===== src/hdl/ipv4_route_pkg.sv =====
// Package for the IPv4 forwarding decision block: header and descriptor
// layouts, decision encodings, ICMP codes and address constants.
// Assumes the surrounding datapath parses headers into these structs.
package ipv4_route_pkg;

  localparam logic [3:0]  IP_VERSION     = 4'h4;
  localparam logic [3:0]  IHL_MIN        = 4'h5;
  localparam logic [15:0] HDR_BYTES_MIN  = 16'h0014;
  localparam logic [7:0]  PROTO_ICMP     = 8'h01;
  localparam logic [7:0]  TTL_DEC        = 8'h01;
  localparam logic [7:0]  ICMP_ECHO_REPLY = 8'h00;
  localparam logic [7:0]  ICMP_DEST_UNR  = 8'h03;
  localparam logic [7:0]  ICMP_SRC_QUENCH = 8'h04;
  localparam logic [7:0]  ICMP_REDIRECT  = 8'h05;
  localparam logic [7:0]  ICMP_ECHO_REQ  = 8'h08;
  localparam logic [7:0]  ICMP_TIME_EXC  = 8'h0b;
  localparam logic [7:0]  ICMP_PARAM_PRB = 8'h0c;
  localparam logic [7:0]  ICMP_CODE_NET  = 8'h00;
  localparam logic [7:0]  ICMP_CODE_TTL  = 8'h00;
  localparam logic [31:0] ADDR_ALL_ONES  = 32'hffffffff;
  localparam logic [31:0] ADDR_ZERO      = 32'h00000000;
  localparam logic [7:0]  LOOPBACK_NET   = 8'h7f;
  localparam logic [3:0]  MCAST_NIBBLE   = 4'he;
  localparam logic [3:0]  CLASS_E_NIBBLE = 4'hf;
  localparam logic [7:0]  INNER_FIRST_OCTET = 8'h0a;
  localparam logic [7:0]  V6_TO_V4_LEN   = 8'h28;
  localparam logic [7:0]  V4_LEN_MAX     = 8'h20;
  localparam logic [15:0] CSUM_GOOD      = 16'hffff;

  typedef struct packed {
    logic [3:0]  version;
    logic [3:0]  ihl;
    logic [7:0]  tos;
    logic [15:0] total_len;
    logic [15:0] ident;
    logic [2:0]  flags;
    logic [12:0] frag_off;
    logic [7:0]  ttl;
    logic [7:0]  proto;
    logic [15:0] csum;
    logic [31:0] src;
    logic [31:0] dst;
  } ipv4_hdr_t;

  typedef struct packed {
    ipv4_hdr_t   hdr;
    logic [15:0] frame_len;
    logic [7:0]  icmp_type;
    logic        from_cust;
    logic        l2_bcast;
    logic        congested;
  } pkt_desc_t;

  typedef enum logic [1:0] {
    ACT_DROP   = 2'h0,
    ACT_LOCAL  = 2'h1,
    ACT_FWD_OP = 2'h2,
    ACT_FWD_CU = 2'h3
  } route_act_t;

  typedef struct packed {
    route_act_t  action;
    logic [31:0] next_hop;
    logic [7:0]  ttl;
    logic [15:0] csum;
    logic [47:0] src_mac;
    logic        needs_napt;
    logic        needs_arp;
    logic        icmp_gen;
    logic [7:0]  icmp_type;
    logic [7:0]  icmp_code;
  } route_dec_t;

  typedef enum logic [1:0] {
    ST_IDLE  = 2'b00,
    ST_CHECK = 2'b01,
    ST_ROUTE = 2'b11,
    ST_EMIT  = 2'b10
  } route_st_t;

endpackage


===== src/hdl/ipv4_route.sv =====
// IPv4 forwarding decision stage: validates a parsed header, decides local
// delivery, forwarding or drop, rewrites TTL and checksum, picks source MAC.
// Assumes headers arrive already translated when received from the operator.
`timescale 1ns/1ps

module ipv4_route
  import ipv4_route_pkg::*;
#(
  parameter int N_SUB = 2
) (
  input  wire logic                   ref_clk_i,
  input  wire logic                   reset_n_i,
  input  wire logic                   pkt_valid_i,
  input  wire pkt_desc_t              pkt_i,
  input  wire logic [31:0]            public_addr_i,
  input  wire logic [31:0]            op_mask_i,
  input  wire logic [N_SUB-1:0][31:0] cust_addr_i,
  input  wire logic [N_SUB-1:0][31:0] cust_mask_i,
  input  wire logic [N_SUB-1:0]       cust_en_i,
  input  wire logic [31:0]            default_rtr_i,
  input  wire logic                   default_rtr_en_i,
  input  wire logic [31:0]            inner_rtr_addr_i,
  input  wire logic                   inner_rtr_en_i,
  input  wire logic                   dual_mode_i,
  input  wire logic                   link_ident_en_i,
  input  wire logic [15:0]            delegated_link_identifier_i,
  input  wire logic [7:0]             delegated_prefix_lease_len_i,
  input  wire logic [47:0]            op_mac_i,
  input  wire logic [47:0]            cust_mac_i,
  output logic                        pkt_ready_o,
  output logic                        dec_valid_o,
  output route_dec_t                  dec_o,
  output logic                        inner_route_valid_o,
  output logic [31:0]                 inner_route_prefix_o,
  output logic [7:0]                  inner_route_len_o,
  output logic [31:0]                 inner_route_next_hop_o
);

  ////////////////////////////////////////////////////////////////////////////
  // Header checksum helper.

  function automatic logic [15:0] hdr_fold(input ipv4_hdr_t h);
    logic [19:0] acc;
    logic [159:0] flat;
    acc = 20'h00000;
    flat = h;
    for (int w = 0; w < 10; w++) begin
      acc = acc + {4'h0, flat[w*16 +: 16]};
    end
    acc = {4'h0, acc[15:0]} + {16'h0000, acc[19:16]};
    acc = {4'h0, acc[15:0]} + {16'h0000, acc[19:16]};
    return acc[15:0];
  endfunction

  ////////////////////////////////////////////////////////////////////////////
  // State and pipeline registers.

  route_st_t   state_reg;
  route_st_t   state_next;
  pkt_desc_t   pkt_reg;
  logic        hdr_ok_reg;
  route_dec_t  dec_reg;
  route_dec_t  dec_next;
  logic        dec_valid_reg;
  logic        ready_reg;
  logic [31:0] inner_prefix_reg;
  logic [7:0]  inner_len_reg;
  logic        inner_valid_reg;
  logic [31:0] inner_nh_reg;

  ipv4_hdr_t   hdr;
  ipv4_hdr_t   hdr_new;
  assign hdr = pkt_reg.hdr;

  wire accept = pkt_valid_i && state_reg == ST_IDLE;

  always_comb begin
    case (state_reg)
      ST_IDLE:  state_next = accept ? ST_CHECK : ST_IDLE;
      ST_CHECK: state_next = ST_ROUTE;
      ST_ROUTE: state_next = ST_EMIT;
      ST_EMIT:  state_next = ST_IDLE;
      default:  state_next = ST_IDLE;
    endcase
  end

  ////////////////////////////////////////////////////////////////////////////
  // Header validation, done in its own cycle ahead of any lookup.

  wire hdr_len_ok = hdr.total_len >= {10'h000, hdr.ihl, 2'b00} &&
                    pkt_reg.frame_len >= HDR_BYTES_MIN &&
                    pkt_reg.frame_len >= hdr.total_len;
  wire hdr_ok = hdr.version == IP_VERSION && hdr.ihl >= IHL_MIN &&
                hdr_len_ok && hdr_fold(hdr) == CSUM_GOOD;

  ////////////////////////////////////////////////////////////////////////////
  // Address classification.

  logic [N_SUB-1:0] sub_hit;
  logic [N_SUB-1:0] own_hit;
  logic [N_SUB-1:0] dir_bc_hit;

  for (genvar i = 0; i < N_SUB; i++) begin : g_sub
    assign sub_hit[i] = cust_en_i[i] &&
      (hdr.dst & cust_mask_i[i]) == (cust_addr_i[i] & cust_mask_i[i]);
    assign own_hit[i] = cust_en_i[i] && hdr.dst == cust_addr_i[i];
    assign dir_bc_hit[i] = sub_hit[i] &&
      (hdr.dst | cust_mask_i[i]) == ADDR_ALL_ONES;
  end

  wire dst_mcast = hdr.dst[31:28] == MCAST_NIBBLE;
  wire dst_bcast = hdr.dst == ADDR_ALL_ONES || pkt_reg.l2_bcast ||
                   (|dir_bc_hit) ||
                   (hdr.dst | op_mask_i) == ADDR_ALL_ONES;
  wire op_hit = (hdr.dst & op_mask_i) == (public_addr_i & op_mask_i);

  wire [7:0] inner_len_calc = delegated_prefix_lease_len_i - V6_TO_V4_LEN;
  wire inner_len_ok = delegated_prefix_lease_len_i >= V6_TO_V4_LEN &&
                      inner_len_calc <= V4_LEN_MAX;
  wire [31:0] inner_mask = ~(ADDR_ALL_ONES >> inner_len_reg[5:0]);
  // The derived prefix keeps the low link byte, so both sides are masked.
  wire inner_hit = inner_valid_reg &&
                   (hdr.dst & inner_mask) == (inner_prefix_reg & inner_mask);

  wire is_icmp = hdr.proto == PROTO_ICMP;
  wire is_icmp_err = is_icmp && (pkt_reg.icmp_type == ICMP_DEST_UNR ||
                     pkt_reg.icmp_type == ICMP_SRC_QUENCH ||
                     pkt_reg.icmp_type == ICMP_REDIRECT ||
                     pkt_reg.icmp_type == ICMP_TIME_EXC ||
                     pkt_reg.icmp_type == ICMP_PARAM_PRB);
  wire src_bad = hdr.src == ADDR_ZERO || hdr.src[31:24] == LOOPBACK_NET ||
                 hdr.src[31:28] == MCAST_NIBBLE ||
                 hdr.src[31:28] == CLASS_E_NIBBLE;
  wire icmp_quiet = pkt_reg.congested || is_icmp_err ||
                    dst_bcast || dst_mcast ||
                    src_bad || hdr.frag_off != 13'h0000;

  wire to_local = pkt_reg.from_cust ? (|own_hit)
                                    : hdr.dst == public_addr_i;

  ////////////////////////////////////////////////////////////////////////////
  // Next-hop resolution per ingress side.

  logic        nh_found;
  logic        egress_op;
  logic [31:0] nh_addr;

  always_comb begin
    nh_found  = 1'b1;
    egress_op = 1'b0;
    nh_addr   = hdr.dst;
    if (|sub_hit) begin
      nh_addr = hdr.dst;
    end else if (inner_hit) begin
      nh_addr = inner_rtr_addr_i;
    end else if (!pkt_reg.from_cust) begin
      nh_found = inner_rtr_en_i;
      nh_addr  = inner_rtr_addr_i;
    end else if (op_hit) begin
      egress_op = 1'b1;
    end else begin
      egress_op = 1'b1;
      nh_found  = default_rtr_en_i;
      nh_addr   = default_rtr_i;
    end
  end

  always_comb begin
    hdr_new = hdr;
    hdr_new.ttl = hdr.ttl - TTL_DEC;
    hdr_new.csum = 16'h0000;
  end

  ////////////////////////////////////////////////////////////////////////////
  // Decision. Operator-side packets are already translated upstream, so
  // only address resolution follows them; one that matches no customer subnet
  // goes to the inner router, and is dropped when inner_rtr_en_i is low.

  logic want_icmp;

  always_comb begin
    dec_next = '0;
    want_icmp = 1'b0;
    dec_next.action = ACT_DROP;
    dec_next.ttl = hdr.ttl;
    dec_next.csum = hdr.csum;
    dec_next.next_hop = nh_addr;
    if (!hdr_ok_reg) begin
      dec_next.action = ACT_DROP;
    end else if (dst_bcast || dst_mcast || to_local) begin
      dec_next.action = ACT_LOCAL;
      if (is_icmp && pkt_reg.icmp_type == ICMP_ECHO_REQ && to_local) begin
        dec_next.icmp_gen = 1'b1;
        dec_next.icmp_type = ICMP_ECHO_REPLY;
      end
    end else if (pkt_reg.congested) begin
      dec_next.action = ACT_DROP;
    end else if (!nh_found || (!pkt_reg.from_cust && egress_op)) begin
      want_icmp = 1'b1;
      dec_next.icmp_type = ICMP_DEST_UNR;
      dec_next.icmp_code = ICMP_CODE_NET;
    end else if (hdr.ttl <= TTL_DEC) begin
      want_icmp = 1'b1;
      dec_next.icmp_type = ICMP_TIME_EXC;
      dec_next.icmp_code = ICMP_CODE_TTL;
    end else begin
      dec_next.action = egress_op ? ACT_FWD_OP : ACT_FWD_CU;
      dec_next.ttl = hdr_new.ttl;
      dec_next.csum = ~hdr_fold(hdr_new);
      dec_next.src_mac = egress_op ? op_mac_i
                                   : cust_mac_i;
      dec_next.needs_napt = egress_op && pkt_reg.from_cust;
      dec_next.needs_arp = 1'b1;
    end
    if (want_icmp) begin
      dec_next.icmp_gen = !icmp_quiet &&
        !(dec_next.icmp_type == ICMP_DEST_UNR && !pkt_reg.from_cust);
    end
  end

  ////////////////////////////////////////////////////////////////////////////
  // Registers. The MAC inputs are shared by both address families, so a
  // single pair of source addresses serves all egress frames.

  always_ff @(posedge ref_clk_i) begin
    if (!reset_n_i) begin
      state_reg <= ST_IDLE;
      pkt_reg <= '0;
      hdr_ok_reg <= 1'b0;
      dec_reg <= '0;
      dec_valid_reg <= 1'b0;
      ready_reg <= 1'b0;
    end else begin
      state_reg <= state_next;
      ready_reg <= state_next == ST_IDLE;
      dec_valid_reg <= state_next == ST_EMIT;
      if (accept) begin
        pkt_reg <= pkt_i;
      end
      if (state_reg == ST_CHECK) begin
        hdr_ok_reg <= hdr_ok;
      end
      if (state_reg == ST_ROUTE) begin
        dec_reg <= dec_next;
      end
    end
  end

  always_ff @(posedge ref_clk_i) begin
    if (!reset_n_i) begin
      inner_valid_reg <= 1'b0;
      inner_prefix_reg <= '0;
      inner_len_reg <= '0;
      inner_nh_reg <= '0;
    end else begin
      inner_nh_reg <= inner_rtr_addr_i;
      inner_valid_reg <= dual_mode_i && link_ident_en_i && inner_rtr_en_i &&
                         inner_len_ok;
      inner_prefix_reg <= {INNER_FIRST_OCTET,
                           delegated_link_identifier_i, 8'h00};
      inner_len_reg <= inner_len_calc;
    end
  end

  assign pkt_ready_o = ready_reg;
  assign dec_valid_o = dec_valid_reg;
  assign dec_o = dec_reg;
  assign inner_route_valid_o = inner_valid_reg;
  assign inner_route_prefix_o = inner_prefix_reg;
  assign inner_route_len_o = inner_len_reg;
  assign inner_route_next_hop_o = inner_nh_reg;

  wire dec_fwd = dec_valid_reg && (dec_reg.action == ACT_FWD_OP ||
                                   dec_reg.action == ACT_FWD_CU);
  wire dec_drop = dec_valid_reg && dec_reg.action == ACT_DROP;

  // Outgoing header as the decision leaves it. A valid checksum folds to
  // all ones, whatever way the logic above arrived at it.
  ipv4_hdr_t out_hdr;

  always_comb begin
    out_hdr = pkt_reg.hdr;
    out_hdr.ttl = dec_reg.ttl;
    out_hdr.csum = dec_reg.csum;
  end
endmodule


===== config.mk =====
export PLATFORM = sky130hd
export DESIGN_NAME = ipv4_route
export DESIGN_NICKNAME = d
export VERILOG_FILES = /design/src/hdl/ipv4_route_pkg.sv /design/src/hdl/ipv4_route.sv
export SDC_FILE = /design/constraint.sdc
export NUM_CORES = 1
export LEC_CHECK = 0
export ABC_AREA = 1
export BUFFER_PORTS_ARGS = -buffer_cell sky130_fd_sc_hd__buf_4
export CORE_AREA = 5 5 301 303
export CTS_BUF_LIST = sky130_fd_sc_hd__clkbuf_8
export DETAILED_ROUTE_END_ITERATION = 16
export DIE_AREA = 0 0 306 308
export PLACE_DENSITY = 0.48
export SLEW_MARGIN = 20
export SYNTH_ARGS = -nofsm -noshare
export SYNTH_HDL_FRONTEND = slang
export SYNTH_SLANG_ARGS = --single-unit

===== constraint.sdc =====
create_clock -name ref_clk_i -period 17.2 [get_ports ref_clk_i]
set_input_delay 3.44 -clock ref_clk_i [delete_from_list [all_inputs] [get_ports ref_clk_i]]
set_output_delay 3.44 -clock ref_clk_i [all_outputs]
set_load 0.05 [all_outputs]

==> results of run 1 <==
## routing by layer
metal  GRT usage  up-vias  wire (µm)
met5           0        -         34
met4       0.112        4       5690
met3      0.0558      209      10500
met2       0.512     1157      71900
met1       0.379    13500      60400
li1            -    13600          -
## cell usage after synthesis (39+ instances only)
| cell | number | area (µm²) |
|---|---|---|
| sky130_fd_sc_hd__a21oi_1 | 358 | 1790 |
| sky130_fd_sc_hd__buf_4 | 50 | 375 |
| sky130_fd_sc_hd__clkbuf_1 | 120 | 450 |
| sky130_fd_sc_hd__dfxtp_1 | 360 | 7210 |
| sky130_fd_sc_hd__fa_1 | 177 | 3540 |
| sky130_fd_sc_hd__ha_1 | 96 | 1200 |
| sky130_fd_sc_hd__inv_1 | 547 | 2050 |
| sky130_fd_sc_hd__nand2_1 | 681 | 2560 |
| sky130_fd_sc_hd__nand3_1 | 145 | 726 |
| sky130_fd_sc_hd__nand4_1 | 65 | 407 |
| sky130_fd_sc_hd__nor2_1 | 404 | 1520 |
| sky130_fd_sc_hd__nor3_1 | 43 | 215 |
| sky130_fd_sc_hd__o2111ai_1 | 39 | 342 |
| sky130_fd_sc_hd__o21ai_0 | 347 | 1740 |
| sky130_fd_sc_hd__or2_2 | 65 | 407 |
| sky130_fd_sc_hd__xor2_1 | 117 | 1020 |
## cells by family after synthesis
kind of cell,after synthesis
simple gates,1471
compound gates,806
buf+inv,760
flops,360
fa+ha+maj,273
xor+xnor,156
other cells,1
## path summary, 6_finish.rpt
path / end / cells after the start / from / slack, ns
hold reg to reg: dec_o[22]$_SDFFE_PN0P_ / 2 / dec_o[22]$_SDFFE_PN0P_ / 0.46
setup / recovery: hdr_ok_reg$_SDFFE_PN0P_ / 51 / hdr[23]$_SDFFE_PN0P_ / 7.20
hold / removal: dec_o[22]$_SDFFE_PN0P_ / 2 / dec_o[22]$_SDFFE_PN0P_ / 0.46
setup reg to reg: hdr_ok_reg$_SDFFE_PN0P_ / 51 / hdr[23]$_SDFFE_PN0P_ / 7.20
## critical path, delay by kind of cell (launching register included)
family                   cells  cell delay [ns]
AO/OA/AOI/OAI                8             1.34
XOR/XNOR                     2             0.38
adder cells (fa/ha/maj)     10             3.66
buffers and inverters        7             0.78
flip-flops                   1             0.66
AND/OR/NAND/NOR             24             3.08
## where the power goes
part | internal, mW | total, mW | switching [mW]
registers | 0.889 | 0.980 | 0.0913
clock network | 0.519 | 0.953 | 0.434
logic | 1.75 | 5.37 | 3.62
total | 3.16 | 7.30 | 4.15
## metrics by stage
stage / cell area [µm²] / util
after CTS: 35000 / 0.399
after global placement: 33500 / 0.381
after floorplan: 27200 / -
final: 35000 / 0.399
after global routing: 35000 / 0.399
after detailed placement: 33500 / 0.381
## cells in the final DEF (no fill, tap or decap), drive strengths merged, types with 117 or more instances in the layout
cell,Yosys,layout
dfxtp,360,360
nand2,686,686
o21ai,357,357
fa,177,177
a21oi,358,358
nor2,409,409
xor2,117,117
buf,86,774
inv,553,577
nand3,148,148
## cell type report
type / count / area [µm²]
clock buffer: 93 / 1280
antenna: 12 / 30.0
timing repair buffer: 775 / 5820
multi-input combinational: 2733 / 16900
fill: 9429 / 52700
sequential: 360 / 7210
clock inverter: 35 / 245
inverter: 553 / 2080
tap: 1165 / 1460
==> impl_metrics.sql, run 1 <==
INSERT INTO impl_metrics (metric_group, metric, value, unit) VALUES
('global_route', 'grt_first_pass_wirelength', '206000', 'µm'),
('clock_network', 'path_clk_slew', '0.07', 'ns'),
('min_path', 'min-delay-path-class', 'flip-flop to flip-flop', ''),
('drt', 'drt_first_iter_violations', '2159', ''),
('final_layout', 'finish.net_count', '5340', ''),
('setup_path', 'criticalPathCategory', 'flip-flop to flip-flop', ''),
('sta', 'number_of_endpoints_failing_setup_at_the_final_stage', '0', ''),
('sta', 'rsz_0062_raised_after_global_routing', 'false', ''),
('die', 'placement_rows', '109', ''),
('final_layout', 'largest_reg_flops', '160', ''),
('power', 'static_leakage', '17.3', 'nW'),
('yosys', 'syn_inst', '3827', ''),
('placed_design', 'detailedPlace.worstSlack', '7.33', 'ns'),
('sta', 'worst_slack', '7.20', 'ns'),
('yosys', 'synth_simple_gate_area_frac', '0.234', ''),
('drt', 'via_count', '28500', ''),
('global_route', 'grt_remaining_overflow', '0', ''),
('yosys', 'mapped_cell_area', '0.0271', 'mm²'),
('sta', 'final-hold-violation-count', '0', ''),
('setup_path', 'timing.critical_path.slowest_cell_delay', '0.66', 'ns'),
('yosys', 'yosys_most_used_dff', 'sky130_fd_sc_hd__dfxtp_1', ''),
('clock_network', 'numClockSinks', '360', ''),
('setup_path', 'worst_path_max_delay_cell', 'sky130_fd_sc_hd__dfxtp_1', ''),
('clock_network', 'clock_tree.root_cell', 'sky130_fd_sc_hd__clkbuf_8', ''),
('yosys', 'ys_warn_count', '0', ''),
('placed_design', 'hpwlAfterDp', '124000', 'µm'),
('clock_network', 'cts_made_buffers', '72', ''),
('sta', 'final_period_minus_worst_setup_slack', '10.0', 'ns'),
('yosys', 'synth-edff-count', '0', ''),
('power', 'peakVddDrop', '0.173', 'mV'),
('yosys', 'ys_ff_latch', '360', ''),
('drt', 'detail_route.first_pass.iterations', '6', ''),
('yosys', 'synth.lib_cells_used.distinct', '54', ''),
('global_route', 'antenna_found_initial', '13', ''),
('drt', 'antenna_violating_nets_post_route', '0', ''),
('yosys', 'async_reset_ff_frac', '0', ''),
('setup_path', 'worstPathRequired', '17.82', 'ns'),
('setup_path', 'critPathLaunchType', 'flip-flop', ''),
('global_route', 'grt_pass1_vias', '28100', ''),
('yosys', 'synth_xor_xnor_area_share', '0.0513', ''),
('outcome', 'result_of_the_run', 'completed', ''),
('sta', 'transition_time_at_the_pin_with_the_least_slew_margin', '1.09', 'ns'),
('sta', 'fin_worst_hold_slack', '0.464', 'ns'),
('clock_network', 'clock_tree.htree_level_count', '3', ''),
('clock_network', 'cts_max_path_buffers', '3', ''),
('yosys', 'synth_top_family_by_area', 'simple AND/OR/NAND/NOR gates', ''),
('job', 'drv.max_cap_violation_count', '0', ''),
('clock_network', 'hold_buffers', '0', ''),
('yosys', 'synth_compound_gate_area_share', '0.159', ''),
('placed_design', 'io_buffer_count', '744', ''),
('setup_path', 'critical-path-top-cell-by-count', 'sky130_fd_sc_hd__nand3_1', ''),
('yosys', 'synth_sequential_area_ratio', '0.266', ''),
('die', 'design.portCount', '772', ''),
('final_layout', 'top_register', 'hdr', ''),
('die', 'die_outline_width', '306', 'µm'),
('drt', 'detail_route.drc_violations', '0', ''),
('sta', 'final.period_utilization', '0.581', ''),
('placed_design', 'gp_congestion', '1.04', ''),
('power', 'totalPowerFinal', '7.30', 'mW'),
('clock_network', 'worst_skew_pair.late_latency', '0.71', 'ns'),
('global_route', 'grt_start_max_net_pins', '100', ''),
('clock_network', 'post_cts_resize_count', '0', ''),
('die', 'fp.dieArea', '0.0942', 'mm²'),
('clock_network', 'cts_post_setup_buffers_inserted', '0', ''),
('setup_path', 'crit_path_max_fanout', '8', ''),
('sta', 'maxSlewHeadroom', '0.271', ''),
('final_layout', 'final-instance-count-excl-fill', '5726', ''),
('yosys', 'syn-mean-instance-area', '7.07', 'µm²'),
('sta', 'fin_setup_tns', '0', 'ns'),
('yosys', 'synth_adder_area_share', '0.175', ''),
('setup_path', 'end_kind', 'flip-flop', '');
Note: power is estimated with default switching activity, not from simulation.
==> run 2: changes to the inputs <==
Settings changed: PLACE_DENSITY 0.48 to 0.5.
Clock period 17.2 ns to 8.9 ns, I/O delays scaled along.
==> run 2 against run 1 <==
  * The flow now finishes with violations (setup timing)
  * Fmax is 12% higher
  * Clock skew shrank 0.0037 ns
  * Register-to-register slack worse by 7.2 ns
  * Sequential share of layout area fell by 0.85 points
  * Global-route usage decreased by 0.32 points
  * Final cell count increased by 2.9%
  * First-iteration DRC count increased by 0.46%
  * Combinational power rose by 130%
  * Via count increased by 2.1%
  * Largest power group unchanged
==> impl_metrics.sql, run 2 (synthesized netlist as in run 1, its figures left out) <==
INSERT INTO impl_metrics (metric_group, metric, value, unit) VALUES
('outcome', 'result_of_the_run', 'complete, but fails checks', ''),
('outcome', 'failed_checks', 'setup timing', ''),
('setup_path', 'crit_path_max_fanout', '3', ''),
('final_layout', 'multi_input_comb_area', '0.0172', 'mm²'),
('setup_path', 'ff2ff_setup_slack', '-0.01', 'ns'),
('die', 'design.portCount', '772', ''),
('sta', 'fmaxAchievable', '112', 'MHz'),
('job', 'drv.max_cap_violation_count', '0', ''),
('placed_design', 'place_inst', '5717', ''),
('power', 'totalPowerFinal', '15.7', 'mW'),
('sta', 'maxSlewHeadroom', '0.239', ''),
('final_layout', 'layout.cells.most_common_list', 'sky130_fd_sc_hd__buf_4, sky130_fd_sc_hd__nand2_1, sky130_fd_sc_hd__inv_1, sky130_fd_sc_hd__nor2_1, sky130_fd_sc_hd__dfxtp_1', ''),
('setup_path', 'end_kind', 'flip-flop', ''),
('placed_design', 'io_buffer_count', '744', ''),
('global_route', 'total_routing_usage_reported_by_global_routing', '0.297', ''),
('final_layout', 'layout.cells.most_common', 'sky130_fd_sc_hd__buf_4', ''),
('setup_path', 'r2r_start', 'hdr[1]$_SDFFE_PN0P_', ''),
('global_route', 'antenna_found_initial', '37', ''),
('sta', 'rsz_0062_raised_after_global_routing', 'true', ''),
('setup_path', 'worst-r2r-cell-count', '54', ''),
('power', 'static_leakage', '18.1', 'nW'),
('sta', 'fin_worst_hold_slack', '0.463', 'ns'),
('final_layout', 'final-instance-count-excl-fill', '5890', ''),
('sta', 'worst_slack', '-0.0145', 'ns'),
('global_route', 'grt_first_pass_wirelength', '205000', 'µm'),
('clock_network', 'hold_buffers', '0', ''),
('final_layout', 'largest_reg_flops', '160', ''),
('drt', 'via_count', '29100', ''),
('setup_path', 'criticalPathCategory', 'flip-flop to flip-flop', ''),
('clock_network', 'cts_max_path_buffers', '3', ''),
('clock_network', 'clock_tree.root_cell', 'sky130_fd_sc_hd__clkbuf_8', ''),
('power', 'power_per_cell_area', '431', 'mW/mm²'),
('drt', 'detail_route.drc_violations', '0', ''),
('global_route', 'grt_start_max_net_pins', '194', ''),
('final_layout', 'finish.net_count', '5493', ''),
('final_layout', 'layout.filler_cells', '9410', ''),
('die', 'die_outline_width', '306', 'µm'),
('final_layout', 'final_core_util', '0.417', ''),
('setup_path', 'rr_endpoint', 'dec_o[77]$_SDFFE_PN0P_', ''),
('drt', 'route.final.wire_length', '147000', 'µm'),
('die', 'initial_utilization', '0.309', ''),
('drt', 'drt_first_iter_violations', '2169', ''),
('sta', 'final-hold-violation-count', '0', ''),
('die', 'placement_rows', '109', ''),
('drt', 'antenna_violating_nets_post_route', '0', ''),
('setup_path', 'crit_end', 'dec_o[77]$_SDFFE_PN0P_', ''),
('drt', 'post_drt_via_cell_ratio', '4.94', ''),
('clock_network', 'clock_tree.htree_level_count', '3', ''),
('placed_design', 'gp_congestion', '0.988', ''),
('min_path', 'min-delay-path-class', 'flip-flop to flip-flop', ''),
('final_layout', 'syn_to_final_growth', '35.0', '%'),
('setup_path', 'critPathLaunchType', 'flip-flop', ''),
('sta', 'transition_time_at_the_pin_with_the_least_slew_margin', '1.14', 'ns'),
('clock_network', 'path_clk_slew', '0.06', 'ns'),
('drt', 'detail_route.wl_per_cell', '24.9', 'µm'),
('final_layout', 'final-seq-area', '0.00721', 'mm²'),
('sta', 'final.period_utilization', '1.00', ''),
('setup_path', 'timing.critical_path.slowest_cell_delay', '0.56', 'ns'),
('setup_path', 'worst_path_max_delay_cell', 'sky130_fd_sc_hd__fa_1', ''),
('sta', 'fin_worst_skew', '0.0422', 'ns'),
('sta', 'fin_setup_tns', '-0.0145', 'ns'),
('clock_network', 'numClockSinks', '360', ''),
('setup_path', 'worst_path_arrival', '9.43', 'ns'),
('drt', 'detail_route.first_pass.iterations', '6', ''),
('die', 'fp.dieArea', '0.0942', 'mm²'),
('final_layout', 'layout-drive-gt1-share', '0.254', ''),
('die', 'die_height', '308', 'µm'),
('final_layout', 'top_register', 'hdr', ''),
('placed_design', 'hpwlAfterDp', '121000', 'µm'),
('sta', 'number_of_endpoints_failing_setup_at_the_final_stage', '1', ''),
('global_route', 'grt_pass1_vias', '28500', ''),
('setup_path', 'crit_path_start', 'hdr[1]$_SDFFE_PN0P_', ''),
('clock_network', 'cts_tree', 'yes', ''),
('clock_network', 'cts_made_buffers', '73', ''),
('global_route', 'grt_remaining_overflow', '0', ''),
('sta', 'final_period_minus_worst_setup_slack', '8.91', 'ns'),
('clock_network', 'worst_skew_pair.late_latency', '0.69', 'ns'),
('power', 'peakVddDrop', '0.294', 'mV'),
('die', 'coreArea', '0.0877', 'mm²'),
('setup_path', 'worstPathRequired', '9.42', 'ns'),
('sta', 'final_count_of_pins_violating_max_slew', '0', '');
-- run 2: cell count changes in the layout (fill, tap and decap cells not counted), moves of 7 or more --
| cell | previous run | this run |
|---|---|---|
| sky130_fd_sc_hd__nor2_1 | 404 | 394 |
| sky130_fd_sc_hd__a21oi_1 | 358 | 348 |
| sky130_fd_sc_hd__buf_4 | 774 | 925 |
| sky130_fd_sc_hd__ha_1 | 96 | 88 |
| sky130_fd_sc_hd__nor2_2 | 3 | 11 |
| sky130_fd_sc_hd__nand3_2 | 2 | 12 |
| sky130_fd_sc_hd__inv_2 | 6 | 13 |
| sky130_fd_sc_hd__nand3_1 | 145 | 135 |
| sky130_fd_sc_hd__diode_2 | 12 | 23 |
| sky130_fd_sc_hd__a21oi_2 | 0 | 10 |
-- run 2: layout make-up --
type / instances / share of cell area
timing repair buffer: 927 / 0.191
sequential: 360 / 0.197
inverter: 553 / 0.0569
clock inverter: 40 / 0.00757
multi-input combinational: 2733 / 0.472
tap: 1165 / 0.0399
clock buffer: 89 / 0.0335
antenna: 23 / 0.00158
-- run 2: worst max-delay path, delay by kind of cell (launching register included) --
kind | cells | cell delay (ns)
AOI/OAI and AO/OA | 12 | 1.51
xor gates and xnor gates | 2 | 0.31
DFF | 1 | 0.33
adders and majority gates | 11 | 4.02
and+or+nand+nor | 20 | 1.97
buffers and inverters | 9 | 0.62
-- run 2: how the worst min path moves through the flow --
stage / startpoint / to / slack (ns) / cells after the start
final: dec_o[53]$_SDFFE_PN0P_ / dec_o[53]$_SDFFE_PN0P_ / 0.46 / 2
after global routing: dec_o[23]$_SDFFE_PN0P_ / dec_o[23]$_SDFFE_PN0P_ / 0.48 / 2
after CTS: dec_o[48]$_SDFFE_PN0P_ / dec_o[48]$_SDFFE_PN0P_ / 0.47 / 2
after detailed placement: dec_o[48]$_SDFFE_PN0P_ / dec_o[48]$_SDFFE_PN0P_ / 0.46 / 2
after global placement: dec_o[52]$_SDFFE_PN0P_ / dec_o[52]$_SDFFE_PN0P_ / 0.45 / 2
after floorplan: pkt_reg[11]$_SDFFE_PN0P_ / pkt_reg[11]$_SDFFE_PN0P_ / 0.44 / 2
-- run 2: what timing repair did --
item / CTS / global route
resized for setup: 45 / 38
pin swaps: 29 / 48
setup endpoints to repair: 10 / 14
setup buffers: 18 / 3
endpoints found under the hold margin: 0 / 0
-- run 2: power by group --
part	switching, mW	total, mW	internal (mW)	leakage [nW]
Combinational	7.53	12.1	4.53	14.3
Sequential	0.117	1.84	1.72	2.96
Clock	0.837	1.83	0.997	0.877
-- run 2: metal layers --
metal	vias up	GRT usage	wire, µm
met4	16	0.118	5910
met1	13800	0.379	60500
li1	13900	-	-
met3	233	0.0661	11000
met5	-	0	103
met2	1133	0.490	69000
-- run 2: per-stage QoR --
stage               worst slack [ns]  area [µm²]
floorplan                      0.321       27200
global placement              -0.292       34500
detailed placement            -0.442       34500
CTS                          -0.0327       36300
global route                  -0.639       36500
finish                       -0.0145       36500
